==> config.mk <==
export PLATFORM = sky130hd
export DESIGN_NAME = ibs_seq
export DESIGN_NICKNAME = d
export VERILOG_FILES = /design/src/ibs_pkg.sv /design/src/ibs_tmr_if.sv /design/src/ibs_hs_timer.sv /design/src/ibs_seq.sv /design/src/ibs_sync.sv
export VERILOG_INCLUDE_DIRS = /design/src
export SDC_FILE = /design/constraint.sdc
export NUM_CORES = 1
export LEC_CHECK = 0
export ABC_AREA = 1
export BUFFER_PORTS_ARGS = -buffer_cell sky130_fd_sc_hd__buf_4
export CORE_MARGIN = 5
export CORE_UTILIZATION = 40
export CTS_CLUSTER_DIAMETER = 30
export DETAILED_ROUTE_END_ITERATION = 10
export PLACE_DENSITY_LB_ADDON = 0.3
export SYNTH_ARGS = -nofsm -noshare
export SYNTH_HDL_FRONTEND = slang
export SYNTH_SLANG_ARGS = --single-unit
==> constraint.sdc <==
create_clock -name clk_sys -period 2.1 [get_ports clk_sys]
set_input_delay 0.21 -clock clk_sys [delete_from_list [all_inputs] [get_ports clk_sys]]
set_output_delay 0.21 -clock clk_sys [all_outputs]
set_load 0.01 [all_outputs]
==> src/ibs_params.svh <==
// offsets, field positions, reset values and timing counts of the bus interface sequencer
`ifndef IBS_PARAMS_SVH
`define IBS_PARAMS_SVH
// apb byte offsets
`define IBS_A_CTRL 12'h000
`define IBS_A_STAT 12'h004
`define IBS_A_RESP 12'h008
// command message layout: data 31:16, address 15:1, read/write 0
`define IBS_MSG_DATA_LSB 16
`define IBS_MSG_ADDR_LSB 1
`define IBS_MSG_RW_BIT 0
`define IBS_CLR_BIT 22
// address field: register 9:8, global 7, channel 6:3, device 2:0
`define IBS_AD_REG_LSB 8
`define IBS_AD_GLOB_BIT 7
`define IBS_AD_CHDEV_MSB 6
// control register 0 bits
`define IBS_C0_IRQ_MSK 0
`define IBS_C0_SRQ_MSK 1
`define IBS_C0_CLR 6
`define IBS_C0_RST 2'h0
// response status bits
`define IBS_ST_PERR 0
`define IBS_ST_TOUT 1
`define IBS_ST_DNV 2
`define IBS_ST_UNSOL 3
`define IBS_ST_IRQ 4
`define IBS_ST_SRQ 5
`define IBS_ST_LOCAL 6
// timing
`define IBS_CLK_MHZ 40
`define IBS_GLOBAL_NS 1000
`define IBS_GLOBAL_CYC ((`IBS_GLOBAL_NS * `IBS_CLK_MHZ + 999) / 1000)
`define IBS_TOUT_CYC 1024
`define IBS_CLR_CYC 3
`define IBS_INIT_CYC 4
`endif

==> src/ibs_pkg.sv <==
// types shared by the bus interface sequencer files
package ibs_pkg;
   typedef enum logic [3:0] {
      ST_IDLE  = 4'h0,
      ST_UNSOL = 4'h1,
      ST_FETCH = 4'h2,
      ST_PCHK  = 4'h3,
      ST_EXEC  = 4'h4,
      ST_HSHK  = 4'h5,
      ST_LOCAL = 4'h6,
      ST_RESP  = 4'h7,
      ST_MADDR = 4'h8,
      ST_MWAIT = 4'h9,
      ST_MFIN  = 4'ha
   } ibs_state_e;
   typedef logic [31:0] ibs_word_t;
   // odd parity over a message word and its parity bit
   function automatic logic ibs_par_bad(input ibs_word_t w, input logic p);
      ibs_par_bad = ~(^{w, p});
   endfunction
endpackage

==> src/ibs_tmr_if.sv <==
// handshake timer control between sequencer and timer
`timescale 1ns/1ps
interface ibs_tmr_if;
   logic run;
   logic global_cmd;
   logic glob_done;
   logic tout;
   modport ctl (output run, output global_cmd, input glob_done, input tout);
   modport tmr (input run, input global_cmd, output glob_done, output tout);
endinterface

==> src/ibs_hs_timer.sv <==
// master handshake timer: global end and timeout
`timescale 1ns/1ps
`include "ibs_params.svh"
module ibs_hs_timer (
   // clock and reset
   input wire logic clk_sys,
   input wire logic clk_en,
   input wire logic rst,
   // control
   ibs_tmr_if.tmr t
);
   logic [10:0] cnt_r;
   // counts handshake cycles, restarts whenever the handshake drops
   always_ff @(posedge clk_sys) begin
      if (rst) begin
         cnt_r <= 11'h000;
      end else if (clk_en) begin
         if (!t.run) begin
            cnt_r <= 11'h000;
         end else if (!t.tout) begin
            cnt_r <= cnt_r + 11'h001;
         end
      end
   end
   // terminal counts as plain compares
   assign t.glob_done = t.run && t.global_cmd && (cnt_r >= 11'(`IBS_GLOBAL_CYC - 1));
   assign t.tout = t.run && (cnt_r >= 11'(`IBS_TOUT_CYC - 1));
endmodule

==> src/ibs_seq.sv <==
// io bus interface sequencer: command, memory slave and unsolicited message control
//
// What this block does
// distinct states for idle, unsolicited, fetch, parity, exec, handshake, local, response, memory.
// message-available from the message unit starts a fetch handshake for the word.
// parity checked on each message; error skips execution and goes to response.
// after execution a response is built, sent to the message unit, then idle.
// message is 15-bit address, 16-bit data, one read/write bit.
// channel 0 device 0 commands operate on local registers, not the bus.
// cpu commands win over memory requests and unsolicited messages.
// the bus is requested and granted before the command handshake is driven.
// global commands end by the sequencer itself after one microsecond.
// addressed commands complete on the channel's reply.
// a handshake not complete within 1024 cycles aborts with timeout status.
// response carries error and special status, and read data for addressed and local reads; global reads capture no data.
// as memory slave only channel reads and writes are served.
// memory write passes address, opcode and data to the cache together, then finishes the handshake.
// memory read passes address, acks address, waits data, drives it, acks data.
// bad cache read parity raises bus parity error before the data ack.
// control register 0 holds interrupt and service masks starting unsolicited messages.
// a transmitted unsolicited message clears both masks until software sets them.
// unsolicited messages are lowest priority; masks stay set while held back.
// no reply is awaited after an unsolicited message.
// control 0 write with bit 22 resets sequencer and channels, not cache.
// initialized at least four clocks after the initialize indication is set.
// initialized only when idle and the bus is quiet.
// bus clear is a three-clock pulse issued after returning to idle.
// all logic except the pin synchroniser resets while adapter reset or power-on is low; the synchroniser resets on sys_rst only.
// interrupt and service lines are synchronised before mask testing.
// the one microsecond end comes from a counter sized from the clock rate.
// abort releases handshake lines, sets status and goes to response.
//
// The register addresses and the APB slave port were chosen for this implementation.
`timescale 1ns/1ps
`include "ibs_params.svh"
module ibs_seq (
   // clock, reset, enable
   input wire logic clk_sys,
   input wire logic sys_rst,
   input wire logic clk_en,
   // apb slave
   input wire logic psel,
   input wire logic penable,
   input wire logic pwrite,
   input wire logic [11:0] paddr,
   input wire logic [31:0] pwdata,
   output logic [31:0] prdata,
   output logic pready,
   output logic pslverr,
   // reset and initialize pins
   input wire logic adapter_reset_n,
   input wire logic power_on_good,
   input wire logic init_req,
   output logic initialized,
   output logic bus_clear,
   // cache and message unit: command fetch and response
   input wire logic message_available_n,
   output logic msg_fetch,
   input wire logic msg_word_valid,
   input wire logic [31:0] msg_word,
   input wire logic msg_parity,
   output logic rsp_valid,
   output logic [31:0] rsp_word,
   input wire logic rsp_ack,
   // cache and message unit: memory path
   output logic cache_req,
   output logic cache_write,
   output logic [23:0] cache_addr,
   output logic [15:0] cache_wdata,
   input wire logic cache_ack,
   input wire logic cache_done,
   input wire logic [15:0] cache_rdata,
   input wire logic cache_rparity_err,
   // io bus master side
   output logic own_bus_request,
   input wire logic bus_grant,
   output logic cmd_strobe,
   output logic [14:0] cmd_addr,
   output logic [15:0] cmd_data,
   output logic cmd_read,
   output logic cmd_global,
   input wire logic chan_reply,
   input wire logic [15:0] chan_rdata,
   input wire logic data_not_valid,
   // io bus memory slave side
   input wire logic mem_req,
   input wire logic mem_write,
   input wire logic [23:0] mem_addr,
   input wire logic [15:0] mem_wdata,
   output logic mem_addr_ack,
   output logic mem_data_ack,
   output logic [15:0] mem_rdata,
   output logic bus_parity_err,
   // io bus request lines
   input wire logic interrupt_request_n,
   input wire logic channel_service_request_n
);
   ibs_pkg::ibs_state_e state_r, state_nxt;
   logic [3:0] pins_s;
   logic irq_s, srq_s, aro_s, pon_s;
   logic rst_hw, rst_i;
   logic [31:0] msg_r;
   logic msg_par_r;
   logic perr_r, tout_r, dnv_r;
   logic [15:0] rdata_r;
   logic interrupt_mask_flag, service_request_mask_flag;
   logic clr_pend_r;
   logic [1:0] clr_cnt_r;
   logic [2:0] init_cnt_r;
   logic mem_write_r, mem_perr_r, fin_r;
   logic [23:0] mem_addr_r;
   logic [15:0] mem_wdata_r;
   logic [31:0] rsp_word_r;
   logic [15:0] rsp_status;
   logic unsolicited_pending_flag;
   logic is_local, hs_end, loc_wr, apb_wr;
   logic [14:0] msg_addr;
   logic [15:0] msg_data;
   logic [15:0] ctrl0_view;
   ibs_tmr_if tmr ();

   // pin inputs through two flops before use
   ibs_sync u_sync (
      .clk_sys(clk_sys),
      .clk_en(clk_en),
      .sys_rst(sys_rst),
      .d({~interrupt_request_n, ~channel_service_request_n, adapter_reset_n, power_on_good}),
      .q(pins_s)
   );
   assign irq_s = pins_s[3];
   assign srq_s = pins_s[2];
   assign aro_s = pins_s[1];
   assign pon_s = pins_s[0];

   // reset sources; bus clear and initialize also restart the sequencer
   assign rst_hw = sys_rst | ~aro_s | ~pon_s;
   assign rst_i = rst_hw | (clr_cnt_r != 2'h0) | (init_req && init_cnt_r == 3'h0);

   // handshake timer: global end and timeout from one counter
   ibs_hs_timer u_tmr (
      .clk_sys(clk_sys),
      .clk_en(clk_en),
      .rst(rst_i),
      .t(tmr)
   );
   assign tmr.run = (state_r == ibs_pkg::ST_HSHK);
   assign tmr.global_cmd = msg_addr[`IBS_AD_GLOB_BIT];

   // message field decode
   assign msg_addr = msg_r[`IBS_MSG_ADDR_LSB +: 15];
   assign msg_data = msg_r[`IBS_MSG_DATA_LSB +: 16];
   assign is_local = (msg_addr[`IBS_AD_CHDEV_MSB:0] == 7'h00);
   assign hs_end = tmr.tout | (tmr.global_cmd ? tmr.glob_done : chan_reply);
   assign unsolicited_pending_flag = (interrupt_mask_flag & irq_s) |
      (service_request_mask_flag & srq_s);

   // next state
   always_comb begin
      state_nxt = state_r;
      case (state_r)
         ibs_pkg::ST_IDLE: begin
            if (!message_available_n) begin
               state_nxt = ibs_pkg::ST_FETCH;
            end else if (mem_req) begin
               state_nxt = ibs_pkg::ST_MADDR;
            end else if (unsolicited_pending_flag) begin
               state_nxt = ibs_pkg::ST_UNSOL;
            end
         end
         ibs_pkg::ST_UNSOL: begin
            // a command arriving first pulls the message back, masks untouched
            if (!message_available_n && !rsp_ack) begin
               state_nxt = ibs_pkg::ST_IDLE;
            end else if (rsp_ack) begin
               state_nxt = ibs_pkg::ST_IDLE;
            end
         end
         ibs_pkg::ST_FETCH: begin
            if (msg_word_valid) begin
               state_nxt = ibs_pkg::ST_PCHK;
            end
         end
         ibs_pkg::ST_PCHK: begin
            if (ibs_pkg::ibs_par_bad(msg_r, msg_par_r)) begin
               state_nxt = ibs_pkg::ST_RESP;
            end else if (is_local) begin
               state_nxt = ibs_pkg::ST_LOCAL;
            end else begin
               state_nxt = ibs_pkg::ST_EXEC;
            end
         end
         ibs_pkg::ST_EXEC: begin
            if (bus_grant) begin
               state_nxt = ibs_pkg::ST_HSHK;
            end
         end
         ibs_pkg::ST_HSHK: begin
            if (hs_end) begin
               state_nxt = ibs_pkg::ST_RESP;
            end
         end
         ibs_pkg::ST_LOCAL: state_nxt = ibs_pkg::ST_RESP;
         ibs_pkg::ST_RESP: begin
            if (rsp_ack) begin
               state_nxt = ibs_pkg::ST_IDLE;
            end
         end
         ibs_pkg::ST_MADDR: begin
            if (cache_ack) begin
               state_nxt = ibs_pkg::ST_MWAIT;
            end
         end
         ibs_pkg::ST_MWAIT: begin
            if (cache_done) begin
               state_nxt = ibs_pkg::ST_MFIN;
            end
         end
         ibs_pkg::ST_MFIN: begin
            if (!mem_req) begin
               state_nxt = ibs_pkg::ST_IDLE;
            end
         end
         default: state_nxt = ibs_pkg::ST_IDLE;
      endcase
   end

   // state register
   always_ff @(posedge clk_sys) begin
      if (rst_i) begin
         state_r <= ibs_pkg::ST_IDLE;
      end else if (clk_en) begin
         state_r <= state_nxt;
      end
   end

   // command word capture from the message unit
   always_ff @(posedge clk_sys) begin
      if (rst_i) begin
         msg_r <= 32'h0000_0000;
         msg_par_r <= 1'b0;
      end else if (clk_en && state_r == ibs_pkg::ST_FETCH && msg_word_valid) begin
         msg_r <= msg_word;
         msg_par_r <= msg_parity;
      end
   end

   // execution status, cleared at each new fetch
   always_ff @(posedge clk_sys) begin
      if (rst_i) begin
         perr_r <= 1'b0;
         tout_r <= 1'b0;
         dnv_r <= 1'b0;
         rdata_r <= 16'h0000;
      end else if (clk_en) begin
         if (state_r == ibs_pkg::ST_FETCH) begin
            perr_r <= 1'b0;
            tout_r <= 1'b0;
            dnv_r <= 1'b0;
         end
         if (state_r == ibs_pkg::ST_PCHK) begin
            perr_r <= ibs_pkg::ibs_par_bad(msg_r, msg_par_r);
         end
         if (state_r == ibs_pkg::ST_HSHK) begin
            if (data_not_valid) begin
               dnv_r <= 1'b1;
            end
            if (tmr.tout && !(tmr.global_cmd ? tmr.glob_done : chan_reply)) begin
               tout_r <= 1'b1;
            end
            if (chan_reply && cmd_read && !tmr.global_cmd) begin
               rdata_r <= chan_rdata;
            end
         end
         if (state_r == ibs_pkg::ST_LOCAL && cmd_read) begin
            rdata_r <= msg_addr[`IBS_AD_REG_LSB] ? rsp_status : ctrl0_view;
         end
      end
   end

   // control register 0 view and write strobes
   assign ctrl0_view = {9'h000, clr_pend_r, 4'h0, service_request_mask_flag, interrupt_mask_flag};
   assign loc_wr = clk_en && state_r == ibs_pkg::ST_LOCAL && !cmd_read &&
      msg_addr[`IBS_AD_REG_LSB +: 2] == 2'h0;
   assign apb_wr = psel && penable && pwrite && paddr == `IBS_A_CTRL;

   // message masks: set by software, cleared by a sent unsolicited message
   always_ff @(posedge clk_sys) begin
      if (rst_i) begin
         {service_request_mask_flag, interrupt_mask_flag} <= `IBS_C0_RST;
      end else if (clk_en) begin
         if (state_r == ibs_pkg::ST_UNSOL && rsp_ack) begin
            interrupt_mask_flag <= 1'b0;
            service_request_mask_flag <= 1'b0;
         end else if (loc_wr) begin
            interrupt_mask_flag <= msg_data[`IBS_C0_IRQ_MSK];
            service_request_mask_flag <= msg_data[`IBS_C0_SRQ_MSK];
         end else if (apb_wr) begin
            interrupt_mask_flag <= pwdata[`IBS_C0_IRQ_MSK];
            service_request_mask_flag <= pwdata[`IBS_C0_SRQ_MSK];
         end
      end
   end

   // bus clear: held pending until idle, then a fixed pulse
   always_ff @(posedge clk_sys) begin
      if (rst_hw) begin
         clr_pend_r <= 1'b0;
         clr_cnt_r <= 2'h0;
      end else if (clk_en) begin
         if (loc_wr && msg_r[`IBS_CLR_BIT]) begin
            clr_pend_r <= 1'b1;
         end else if (clr_pend_r && state_r == ibs_pkg::ST_IDLE) begin
            clr_pend_r <= 1'b0;
            clr_cnt_r <= 2'(`IBS_CLR_CYC);
         end else if (clr_cnt_r != 2'h0) begin
            clr_cnt_r <= clr_cnt_r - 2'h1;
         end
      end
   end
   assign bus_clear = (clr_cnt_r != 2'h0);

   // initialize count: saturates after the minimum clocks of indication
   always_ff @(posedge clk_sys) begin
      if (rst_hw) begin
         init_cnt_r <= 3'h0;
      end else if (clk_en && init_req && init_cnt_r != 3'(`IBS_INIT_CYC)) begin
         init_cnt_r <= init_cnt_r + 3'h1;
      end
   end
   assign initialized = (init_cnt_r == 3'(`IBS_INIT_CYC)) && state_r == ibs_pkg::ST_IDLE &&
      !irq_s && !srq_s && !mem_req && !own_bus_request && !cache_req;

   // memory request capture and read data return
   always_ff @(posedge clk_sys) begin
      if (rst_i) begin
         mem_write_r <= 1'b0;
         mem_addr_r <= 24'h00_0000;
         mem_wdata_r <= 16'h0000;
         mem_rdata <= 16'h0000;
         mem_perr_r <= 1'b0;
         fin_r <= 1'b0;
      end else if (clk_en) begin
         if (state_r == ibs_pkg::ST_IDLE && state_nxt == ibs_pkg::ST_MADDR) begin
            mem_write_r <= mem_write;
            mem_addr_r <= mem_addr;
            mem_wdata_r <= mem_wdata;
            mem_perr_r <= 1'b0;
         end
         if (state_r == ibs_pkg::ST_MWAIT && cache_done && !mem_write_r) begin
            mem_rdata <= cache_rdata;
            mem_perr_r <= cache_rparity_err;
         end
         fin_r <= (state_r == ibs_pkg::ST_MFIN);
      end
   end

   // memory handshake lines; data ack trails data and parity by a cycle
   assign cache_req = (state_r == ibs_pkg::ST_MADDR);
   assign cache_write = mem_write_r;
   assign cache_addr = mem_addr_r;
   assign cache_wdata = mem_wdata_r;
   assign mem_addr_ack = (state_r == ibs_pkg::ST_MWAIT) || (state_r == ibs_pkg::ST_MFIN);
   assign mem_data_ack = (state_r == ibs_pkg::ST_MFIN) && fin_r;
   assign bus_parity_err = (state_r == ibs_pkg::ST_MFIN) && mem_perr_r;

   // master command lines; strobe driven only in the handshake, bus request from exec on
   assign msg_fetch = (state_r == ibs_pkg::ST_FETCH);
   assign own_bus_request = (state_r == ibs_pkg::ST_EXEC) || (state_r == ibs_pkg::ST_HSHK);
   assign cmd_strobe = (state_r == ibs_pkg::ST_HSHK);
   assign cmd_addr = msg_addr;
   assign cmd_data = msg_data;
   assign cmd_read = msg_r[`IBS_MSG_RW_BIT];
   assign cmd_global = msg_addr[`IBS_AD_GLOB_BIT];

   // response status word
   always_comb begin
      rsp_status = 16'h0000;
      rsp_status[`IBS_ST_PERR] = perr_r;
      rsp_status[`IBS_ST_TOUT] = tout_r;
      rsp_status[`IBS_ST_DNV] = dnv_r;
      rsp_status[`IBS_ST_IRQ] = irq_s;
      rsp_status[`IBS_ST_SRQ] = srq_s;
      rsp_status[`IBS_ST_LOCAL] = is_local;
   end

   // response word loaded while in response state and on entry to unsolicited state
   always_ff @(posedge clk_sys) begin
      if (rst_i) begin
         rsp_word_r <= 32'h0000_0000;
      end else if (clk_en) begin
         // keeps the last response for software readback
         if (state_r == ibs_pkg::ST_RESP) begin
            rsp_word_r <= {rdata_r, rsp_status};
         end
         if (state_r == ibs_pkg::ST_IDLE && state_nxt == ibs_pkg::ST_UNSOL) begin
            rsp_word_r <= {16'h0000, rsp_status | 16'(1 << `IBS_ST_UNSOL)};
         end
      end
   end
   // error flags and read data land on the entry edge, so the response is built live
   assign rsp_word = (state_r == ibs_pkg::ST_RESP) ? {rdata_r, rsp_status} : rsp_word_r;
   assign rsp_valid = (state_r == ibs_pkg::ST_RESP) || (state_r == ibs_pkg::ST_UNSOL);

   // apb slave: zero wait, error on unmapped offsets
   assign pready = 1'b1;
   assign pslverr = psel && penable && !(paddr == `IBS_A_CTRL ||
      (!pwrite && (paddr == `IBS_A_STAT || paddr == `IBS_A_RESP)));
   always_comb begin
      prdata = 32'h0000_0000;
      case (paddr)
         `IBS_A_CTRL: prdata = {16'h0000, ctrl0_view};
         `IBS_A_STAT: prdata = {12'h000, 4'(state_r), initialized, bus_clear,
            unsolicited_pending_flag, 1'b0, rsp_status[11:0]};
         `IBS_A_RESP: prdata = rsp_word_r;
         default: prdata = 32'h0000_0000;
      endcase
   end
endmodule

==> src/ibs_sync.sv <==
// two-stage synchroniser for pin inputs
`timescale 1ns/1ps
module ibs_sync (
   // clock and reset
   input wire logic clk_sys,
   input wire logic clk_en,
   input wire logic sys_rst,
   // data
   input wire logic [3:0] d,
   output logic [3:0] q
);
   logic [3:0] meta_r;
   // first stage feeds only the second
   always_ff @(posedge clk_sys) begin
      if (sys_rst) begin
         meta_r <= 4'h0;
         q <= 4'h0;
      end else if (clk_en) begin
         meta_r <= d;
         q <= meta_r;
      end
   end
endmodule

==> results of run 1 <==
==> cells by family after synthesis <==
logic type      after synthesis
fa+ha+maj                     8
flops                       174
compound gates              290
other cells                   1
buf+inv                     217
simple gates                526
xor+xnor                      7
==> per-stage QoR <==
| step | util | power, mW | hold slack (ns) | setup WS, ns | TNS [ns] |
|---|---|---|---|---|---|
| after global placement | 0.534 | 3.74 | 0.394 | 0.173 | 0 |
| after floorplan | - | 3.49 | 0.309 | 0.180 | 0 |
| after global routing | 0.575 | 6.99 | 0.00657 | -0.0282 | -0.0804 |
| final | 0.575 | 6.75 | 0.0171 | 0.0524 | 0 |
| after detailed placement | 0.534 | 3.75 | 0.397 | 0.172 | 0 |
| after CTS | 0.569 | 6.82 | 0.00321 | -0.0245 | -0.0477 |
==> Yosys cell counts <==
| master | instances | area (µm²) |
|---|---|---|
| nand2_1 | 299 | 1120 |
| or3b_1 | 1 | 8.76 |
| o32ai_1 | 1 | 8.76 |
| nand3b_1 | 3 | 22.5 |
| nor3_1 | 16 | 80.1 |
| o221ai_1 | 3 | 26.3 |
| o21ai_1 | 70 | 350 |
| nor2_4 | 4 | 45.0 |
| or4_1 | 1 | 7.51 |
| dfxtp_1 | 174 | 3480 |
| conb_1 | 1 | 3.75 |
| or2_0 | 2 | 12.5 |
| xor2_1 | 4 | 35.0 |
| ha_1 | 8 | 100 |
| nand3_1 | 100 | 500 |
| o22ai_1 | 9 | 56.3 |
| a211oi_1 | 7 | 52.6 |
| o21ai_0 | 29 | 145 |
| nand2_2 | 6 | 37.5 |
| nand4_1 | 6 | 37.5 |
| nor2_1 | 82 | 308 |
| or2_2 | 1 | 6.26 |
| buf_2 | 21 | 105 |
| nor2_2 | 5 | 31.3 |
| buf_6 | 2 | 22.5 |
| a21oi_1 | 161 | 806 |
| clkbuf_1 | 34 | 128 |
| inv_1 | 136 | 510 |
| o21bai_1 | 1 | 7.51 |
| inv_2 | 12 | 45.0 |
| o31ai_2 | 1 | 12.5 |
| buf_4 | 4 | 30.0 |
| buf_1 | 8 | 30.0 |
| a221oi_1 | 2 | 17.5 |
| xnor2_1 | 3 | 26.3 |
| a21oi_2 | 1 | 8.76 |
| a31oi_1 | 5 | 31.3 |
==> power by group through the flow <==
stage	clock [mW]	combinational, mW	sequential [mW]
final	3.07	0.365	3.31
after global routing	3.29	0.396	3.31
after CTS	3.14	0.366	3.31
after detailed placement	0	0.358	3.39
after global placement	0	0.356	3.39
after floorplan	0	0.106	3.39
==> metal layers <==
metal  global-route usage  wire length, µm  vias up
li1                     -                -     4550
met1                0.282            11700     4126
met2                0.365            12900      366
met3               0.0604             2410       36
met4               0.0656              558        2
met5                    0               20        -
==> sequential cells by signal, indices dropped and copies added (netlist names) <==
name                       flops
msg_r                         32
rsp_word_r                    32
cache_addr                    24
cache_wdata                   16
mem_rdata                     16
rdata_r                       16
u_tmr.cnt_r                   11
state_r                        4
u_sync.meta_r                  4
u_sync.q                       4
init_cnt_r                     3
clr_cnt_r                      2
cache_write                    1
clr_pend_r                     1
dnv_r                          1
fin_r                          1
interrupt_mask_flag            1
mem_perr_r                     1
msg_par_r                      1
perr_r                         1
service_request_mask_flag      1
tout_r                         1
==> area by class of cell <==
cell class,instances,share of cell area
multi-input combinational,832,0.343
sequential,174,0.299
timing repair buffer,341,0.232
inverter,148,0.0483
clock buffer,18,0.0368
tap,270,0.0290
clock inverter,14,0.0125
==> path summary, 6_finish.rpt <==
path                start      endpoint  slack (ns)  depth (start not counted)
max reg2reg    state_r[1]     msg_r[21]        0.18                         10
max            state_r[2]  rsp_word[16]        0.05                          9
min reg2reg  clr_cnt_r[0]  clr_cnt_r[0]        0.43                          1
min          msg_word[31]     msg_r[31]        0.02                          3
==> what timing repair did <==
| item | CTS | global route |
|---|---|---|
| pin swaps | 3 | 2 |
| hold buffers | 4 | 0 |
| cloned | 1 | 2 |
| endpoints found under the hold margin | 4 | 0 |
| setup endpoints to repair | 7 | 35 |
| setup buffers | 4 | 2 |
| resized for setup | 12 | 15 |
==> cells in the final DEF (no fill, tap or decap), drive strengths merged <==
cell type    count
nor2            91
o32ai            1
a21oi          162
a31oi            5
inv            154
ha               8
dfxtp          174
or4              1
dlygate4sd3      4
clkinv           8
o221ai           3
nand4            6
buf            335
o21bai           1
nand2          305
xor2             4
o31ai            1
clkbuf          20
a211oi           7
or3b             1
xnor2            3
o22ai            9
nand3b           3
nand3          100
or2              3
nor3            16
a221oi           2
conb             1
o21ai           99
==> critical path, cell delays in order (launching register included) <==
cell and delay [ns]:
dfxtp_2 0.36, inv_4 0.06, nor2_4 0.13, inv_4 0.06
nor2_4 0.12, buf_12 0.14, buf_6 0.12, buf_16 0.13
o21ai_1 0.10, buf_4 0.17
==> flow_metrics.env, run 1 <==
export IMPL_grtUsageTotal=0.221
export IMPL_ys_ff_latch=174
export IMPL_totalWireLength_mm=27.6
export IMPL_required_ns=1.89
export IMPL_yosysWarningCount=0
export IMPL_synthMuxAreaShare=0
export IMPL_vias_per_cell=5.05
export IMPL_initial_utilization=0.407
export IMPL_drtAntennaViolNets=0
export IMPL_synthesis_nets=1402
export IMPL_synth_top_family_by_area="simple AND/OR/NAND/NOR gates"
export IMPL_root_buffer="clkbuf_16"
export IMPL_clkPwrFrac=0.455
export IMPL_cts_buffer_depth=2
export IMPL_synth_compound_area_share=0.184
export IMPL_n_antenna_cell=0
export IMPL_place_area_um2=10800
export IMPL_htree_levels=4
export IMPL_dp_cells=1752
export IMPL_synth_fa_ha_area_frac=0.0121
export IMPL_routedWlPerCell_um=15.4
export IMPL_coreArea_um2=20300
export IMPL_ios=337
export IMPL_rows=52
export IMPL_cap_violations=0
export IMPL_cellPowerDensity_nw_per_um2=579
export IMPL_swShare=0.244
export IMPL_antenna_found_initial=1
export IMPL_crit_fanout=11
export IMPL_fillers=1942
export IMPL_cp_start_kind="flop"
export IMPL_drive_gt1_frac=0.274
export IMPL_skew_ns=0.0135
export IMPL_die_w_um=154
export IMPL_critical_path_arrival_ns=1.84
export IMPL_syn_mean_instance_area_um2=6.76
export IMPL_timing_fmax_mhz=488
export IMPL_multi_input_area_um2=4000
export IMPL_hold_viol_final=0
export IMPL_p_leak_nw=4.91
export IMPL_stdcell_area_um2=11700
export IMPL_num_vias=9080
export IMPL_die_area_um2=23600
export IMPL_place_hpwl_mm=20.2
export IMPL_insertion_delay_ns=0.43
export IMPL_end_kind="output pin"
export IMPL_synthToLayoutAreaGrowth_pct=41.2
export IMPL_ys_types=37
export IMPL_power_frac_seq=0.491
export IMPL_cts_tree="yes"
export IMPL_die_y_um=154
export IMPL_status="finished, final reports clean"
export IMPL_finalNonFillerCells=1797
export IMPL_grt_pass1_vias=8331
export IMPL_synthXorXnorAreaFrac=0.00742
export IMPL_yosys_area_share_simple=0.269
export IMPL_overflow=0
export IMPL_grt_pass1_wl_mm=42.8
export IMPL_clkTransAtPathRegs_ns=0.07
export IMPL_cts_made_buffers=17
export IMPL_seqCellArea_um2=3490
export IMPL_grt_max_degree=91
export IMPL_critical_path_class="reg -> out"
export IMPL_syn_instance_count=1223
export IMPL_drtIter0Drc=540
export IMPL_detail_route_first_pass_iterations=5
export IMPL_nets=1693
export IMPL_syn_area_um2=8260
export IMPL_ir_drop_v=0.000548
export IMPL_drv_slew=0
export IMPL_finalCritPeriodShare=0.975
export IMPL_drc_errors=0
export IMPL_combPwrFrac=0.054
export IMPL_portBuffers=305
export IMPL_fin_crit_ns=2.05
export IMPL_p_switching_mw=1.65
export IMPL_p_int_mw=5.10
export IMPL_seq_area_frac_synth=0.422
export IMPL_hold_class="in -> reg"
export IMPL_gp_congestion=0.910
export IMPL_setup_viol_count_final=0
export IMPL_cts_sinks=174
export IMPL_rsz0062_at_grt="yes"
Note: power is estimated with default switching activity, not from simulation.
==> run 2, diff against run 1 <==
- SETUP_SLACK_MARGIN: not set -> 0.15
- SYNTH_HIERARCHICAL: not set -> 1
==> flow_metrics.env, run 2 <==
export IMPL_grt_pass1_wl_mm=45.4
export IMPL_hold_class="in -> reg"
export IMPL_yosysWarningCount=6
export IMPL_stdcell_area_um2=12900
export IMPL_final_common_cell="buf_4"
export IMPL_overflow=0
export IMPL_totalWireLength_mm=30.5
export IMPL_crit_fanout=2
export IMPL_place_ws_ns=0.0473
export IMPL_gp_congestion=0.942
export IMPL_coreArea_um2=21200
export IMPL_setup_viol_count_final=1
export IMPL_drive_gt1_frac=0.329
export IMPL_slowest_delay_ns=0.46
export IMPL_post_synth_top_area_cell="dfxtp_1"
export IMPL_violations="negative setup slack"
export IMPL_fin_crit_ns=2.17
export IMPL_timing_fmax_mhz=461
export IMPL_place_hpwl_mm=20.9
export IMPL_rows=53
export IMPL_insertion_delay_ns=0.44
export IMPL_required_ns=1.89
export IMPL_tightest_slew_ns=0.508
export IMPL_hold_viol_final=0
export IMPL_max_slew_margin=0.661
export IMPL_cts_made_buffers=17
export IMPL_seq_area_frac_synth=0.402
export IMPL_critical_path_class="reg -> out"
export IMPL_cts_buffer_depth=2
export IMPL_synth_area_top_cells="dfxtp_1 40%, nand2_1 14%, a21oi_1 8.7%"
export IMPL_die_y_um=157
export IMPL_finalCritPeriodShare=1.03
export IMPL_drv_slew=0
export IMPL_ys_flop_type="dfxtp_1"
export IMPL_place_area_um2=11200
export IMPL_mostFrequentLayoutCells="337 x buf_4, 293 x nand2_1, 165 x dfxtp_1, 151 x a21oi_1, 132 x inv_1"
export IMPL_synth_commonest_cells="319 x nand2_1, 174 x dfxtp_1, 151 x a21oi_1, 138 x inv_1, 119 x nand3_1"
export IMPL_syn_area_um2=8670
export IMPL_p_total_mw=6.91
export IMPL_end_kind="output pin"
export IMPL_grtUsageTotal=0.227
export IMPL_async_reset_ff_frac=0
export IMPL_status="finished, violations left"
export IMPL_cts_tree="yes"
export IMPL_path_buf_inv=2
export IMPL_cellPowerDensity_nw_per_um2=538
export IMPL_cp_start_kind="flop"
export IMPL_skew_ns=0.0161
export IMPL_cts_sinks=174
export IMPL_critical_path_arrival_ns=1.96
export IMPL_die_area_um2=24700
export IMPL_crit_family="simple AND/OR/NAND/NOR gates"
export IMPL_ys_ff_latch=174
export IMPL_syn_mean_instance_area_um2=6.79
export IMPL_synth_top_area_frac=0.402
export IMPL_portBuffers=305
export IMPL_nets=1783
export IMPL_htree_levels=4
export IMPL_grt_pass1_vias=8886
export IMPL_setup_slack_ns=-0.0704
export IMPL_n_antenna_cell=0
export IMPL_detail_route_first_pass_iterations=5
export IMPL_routedWlPerCell_um=16.1
export IMPL_vias_per_cell=5.11
export IMPL_die_w_um=157
export IMPL_synth_most_common_cell="nand2_1"
export IMPL_synthToLayoutAreaGrowth_pct=48.2
export IMPL_synth_edf_count=0
export IMPL_cap_violations=0
export IMPL_ir_drop_v=0.000569
export IMPL_num_vias=9664
export IMPL_ios=337
export IMPL_drc_errors=0
export IMPL_drtIter0Drc=796
export IMPL_ys_types=55
export IMPL_root_buffer="clkbuf_16"
export IMPL_clkTransAtPathRegs_ns=0.08
export IMPL_rsz0062_at_grt="yes"
export IMPL_synthesis_nets=1457
export IMPL_syn_instance_count=1278
export IMPL_crit_path_top_delay_cell="or4_4"
export IMPL_antenna_found_initial=2
export IMPL_drtAntennaViolNets=0
export IMPL_initial_utilization=0.410
export IMPL_cp_cell_sequence="inv_2 -> ha_4 -> nand2_4 -> or4_4 -> o32ai_4 -> buf_6"
export IMPL_grt_max_degree=107
export IMPL_fillers=1882
export IMPL_p_leak_nw=5.65
==> run 2: cell types whose count changed after synthesis, sizes merged, moves of 3 or more <==
cell | before | now
nor3b | 0 | 3
nand3 | 100 | 123
nor2 | 91 | 118
o21ai | 99 | 91
nand2 | 305 | 325
a21oi | 162 | 154
==> run 2: what timing repair did <==
| item | CTS | global route |
|---|---|---|
| pin swaps | 8 | 18 |
| hold endpoints to repair | 6 | 0 |
| buffers inserted | 13 | 22 |
| hold buffers | 6 | 0 |
| gates cloned | 3 | 2 |
| setup endpoints to repair | 55 | 56 |
| resized for setup | 64 | 99 |
==> run 2: worst min-delay path, stage by stage <==
cell,delay (ns)
buf_4,0.08
nor2_1,0.04
nor2_1,0.09
==> run 2: report_power, final <==
part / total, mW / switching (mW) / internal, mW
registers: 3.31 / 0.00885 / 3.30
clock network: 3.19 / 1.58 / 1.61
logic: 0.411 / 0.188 / 0.223
==> run 2: worst paths after layout <==
path	cells after the start	start	slack [ns]	end
worst max register to register	13	u_tmr/cnt_r[0]	0.17	state_r[1]
worst max-delay path	6	init_cnt_r[0]	-0.07	prdata[15]
worst min register to register	2	u_tmr/cnt_r[10]	0.45	u_tmr/cnt_r[10]
worst min-delay path	3	msg_word[23]	0.02	msg_r[23]
==> run 2: metal layers <==
| layer | GRT usage | part of all wire |
|---|---|---|
| met2 | 0.387 | 0.50 |
| met3 | 0.0665 | 0.080 |
| met4 | 0.0737 | 0.026 |
| met5 | 0 | 0.00089 |
| met1 | 0.276 | 0.40 |
==> run 2: cells by family after synthesis <==
family | count (synthesis) | synth area share
and+or+nand+nor | 596 | 0.300
AOI/OAI and AO/OA | 273 | 0.172
buffers and inverters | 220 | 0.109
DFF | 174 | 0.402
adders and majority gates | 8 | 0.0115
xor gates and xnor gates | 6 | 0.00606
other | 1 | 0.000432
==> run 2: layout make-up <==
type / count / area (µm²) / area share
Multi-Input combinational cell: 884 / 4730 / 0.368
Tap cell: 275 / 344 / 0.0268
Clock buffer: 17 / 425 / 0.0331
Timing Repair Buffer: 376 / 3090 / 0.240
Clock inverter: 15 / 170 / 0.0132
Inverter: 151 / 583 / 0.0454
Sequential cell: 174 / 3500 / 0.273
==> run 2: metrics by stage <==
step	hold slack [ns]	TNS (ns)	util	std cells
floorplan	0.345	0	-	1278
global placement	0.429	0	0.529	1814
detailed placement	0.438	0	0.529	1814
CTS	0.00444	-0.153	0.578	1868
global route	0.0341	-0.125	0.608	1892
finish	0.0160	-0.0704	0.608	1892
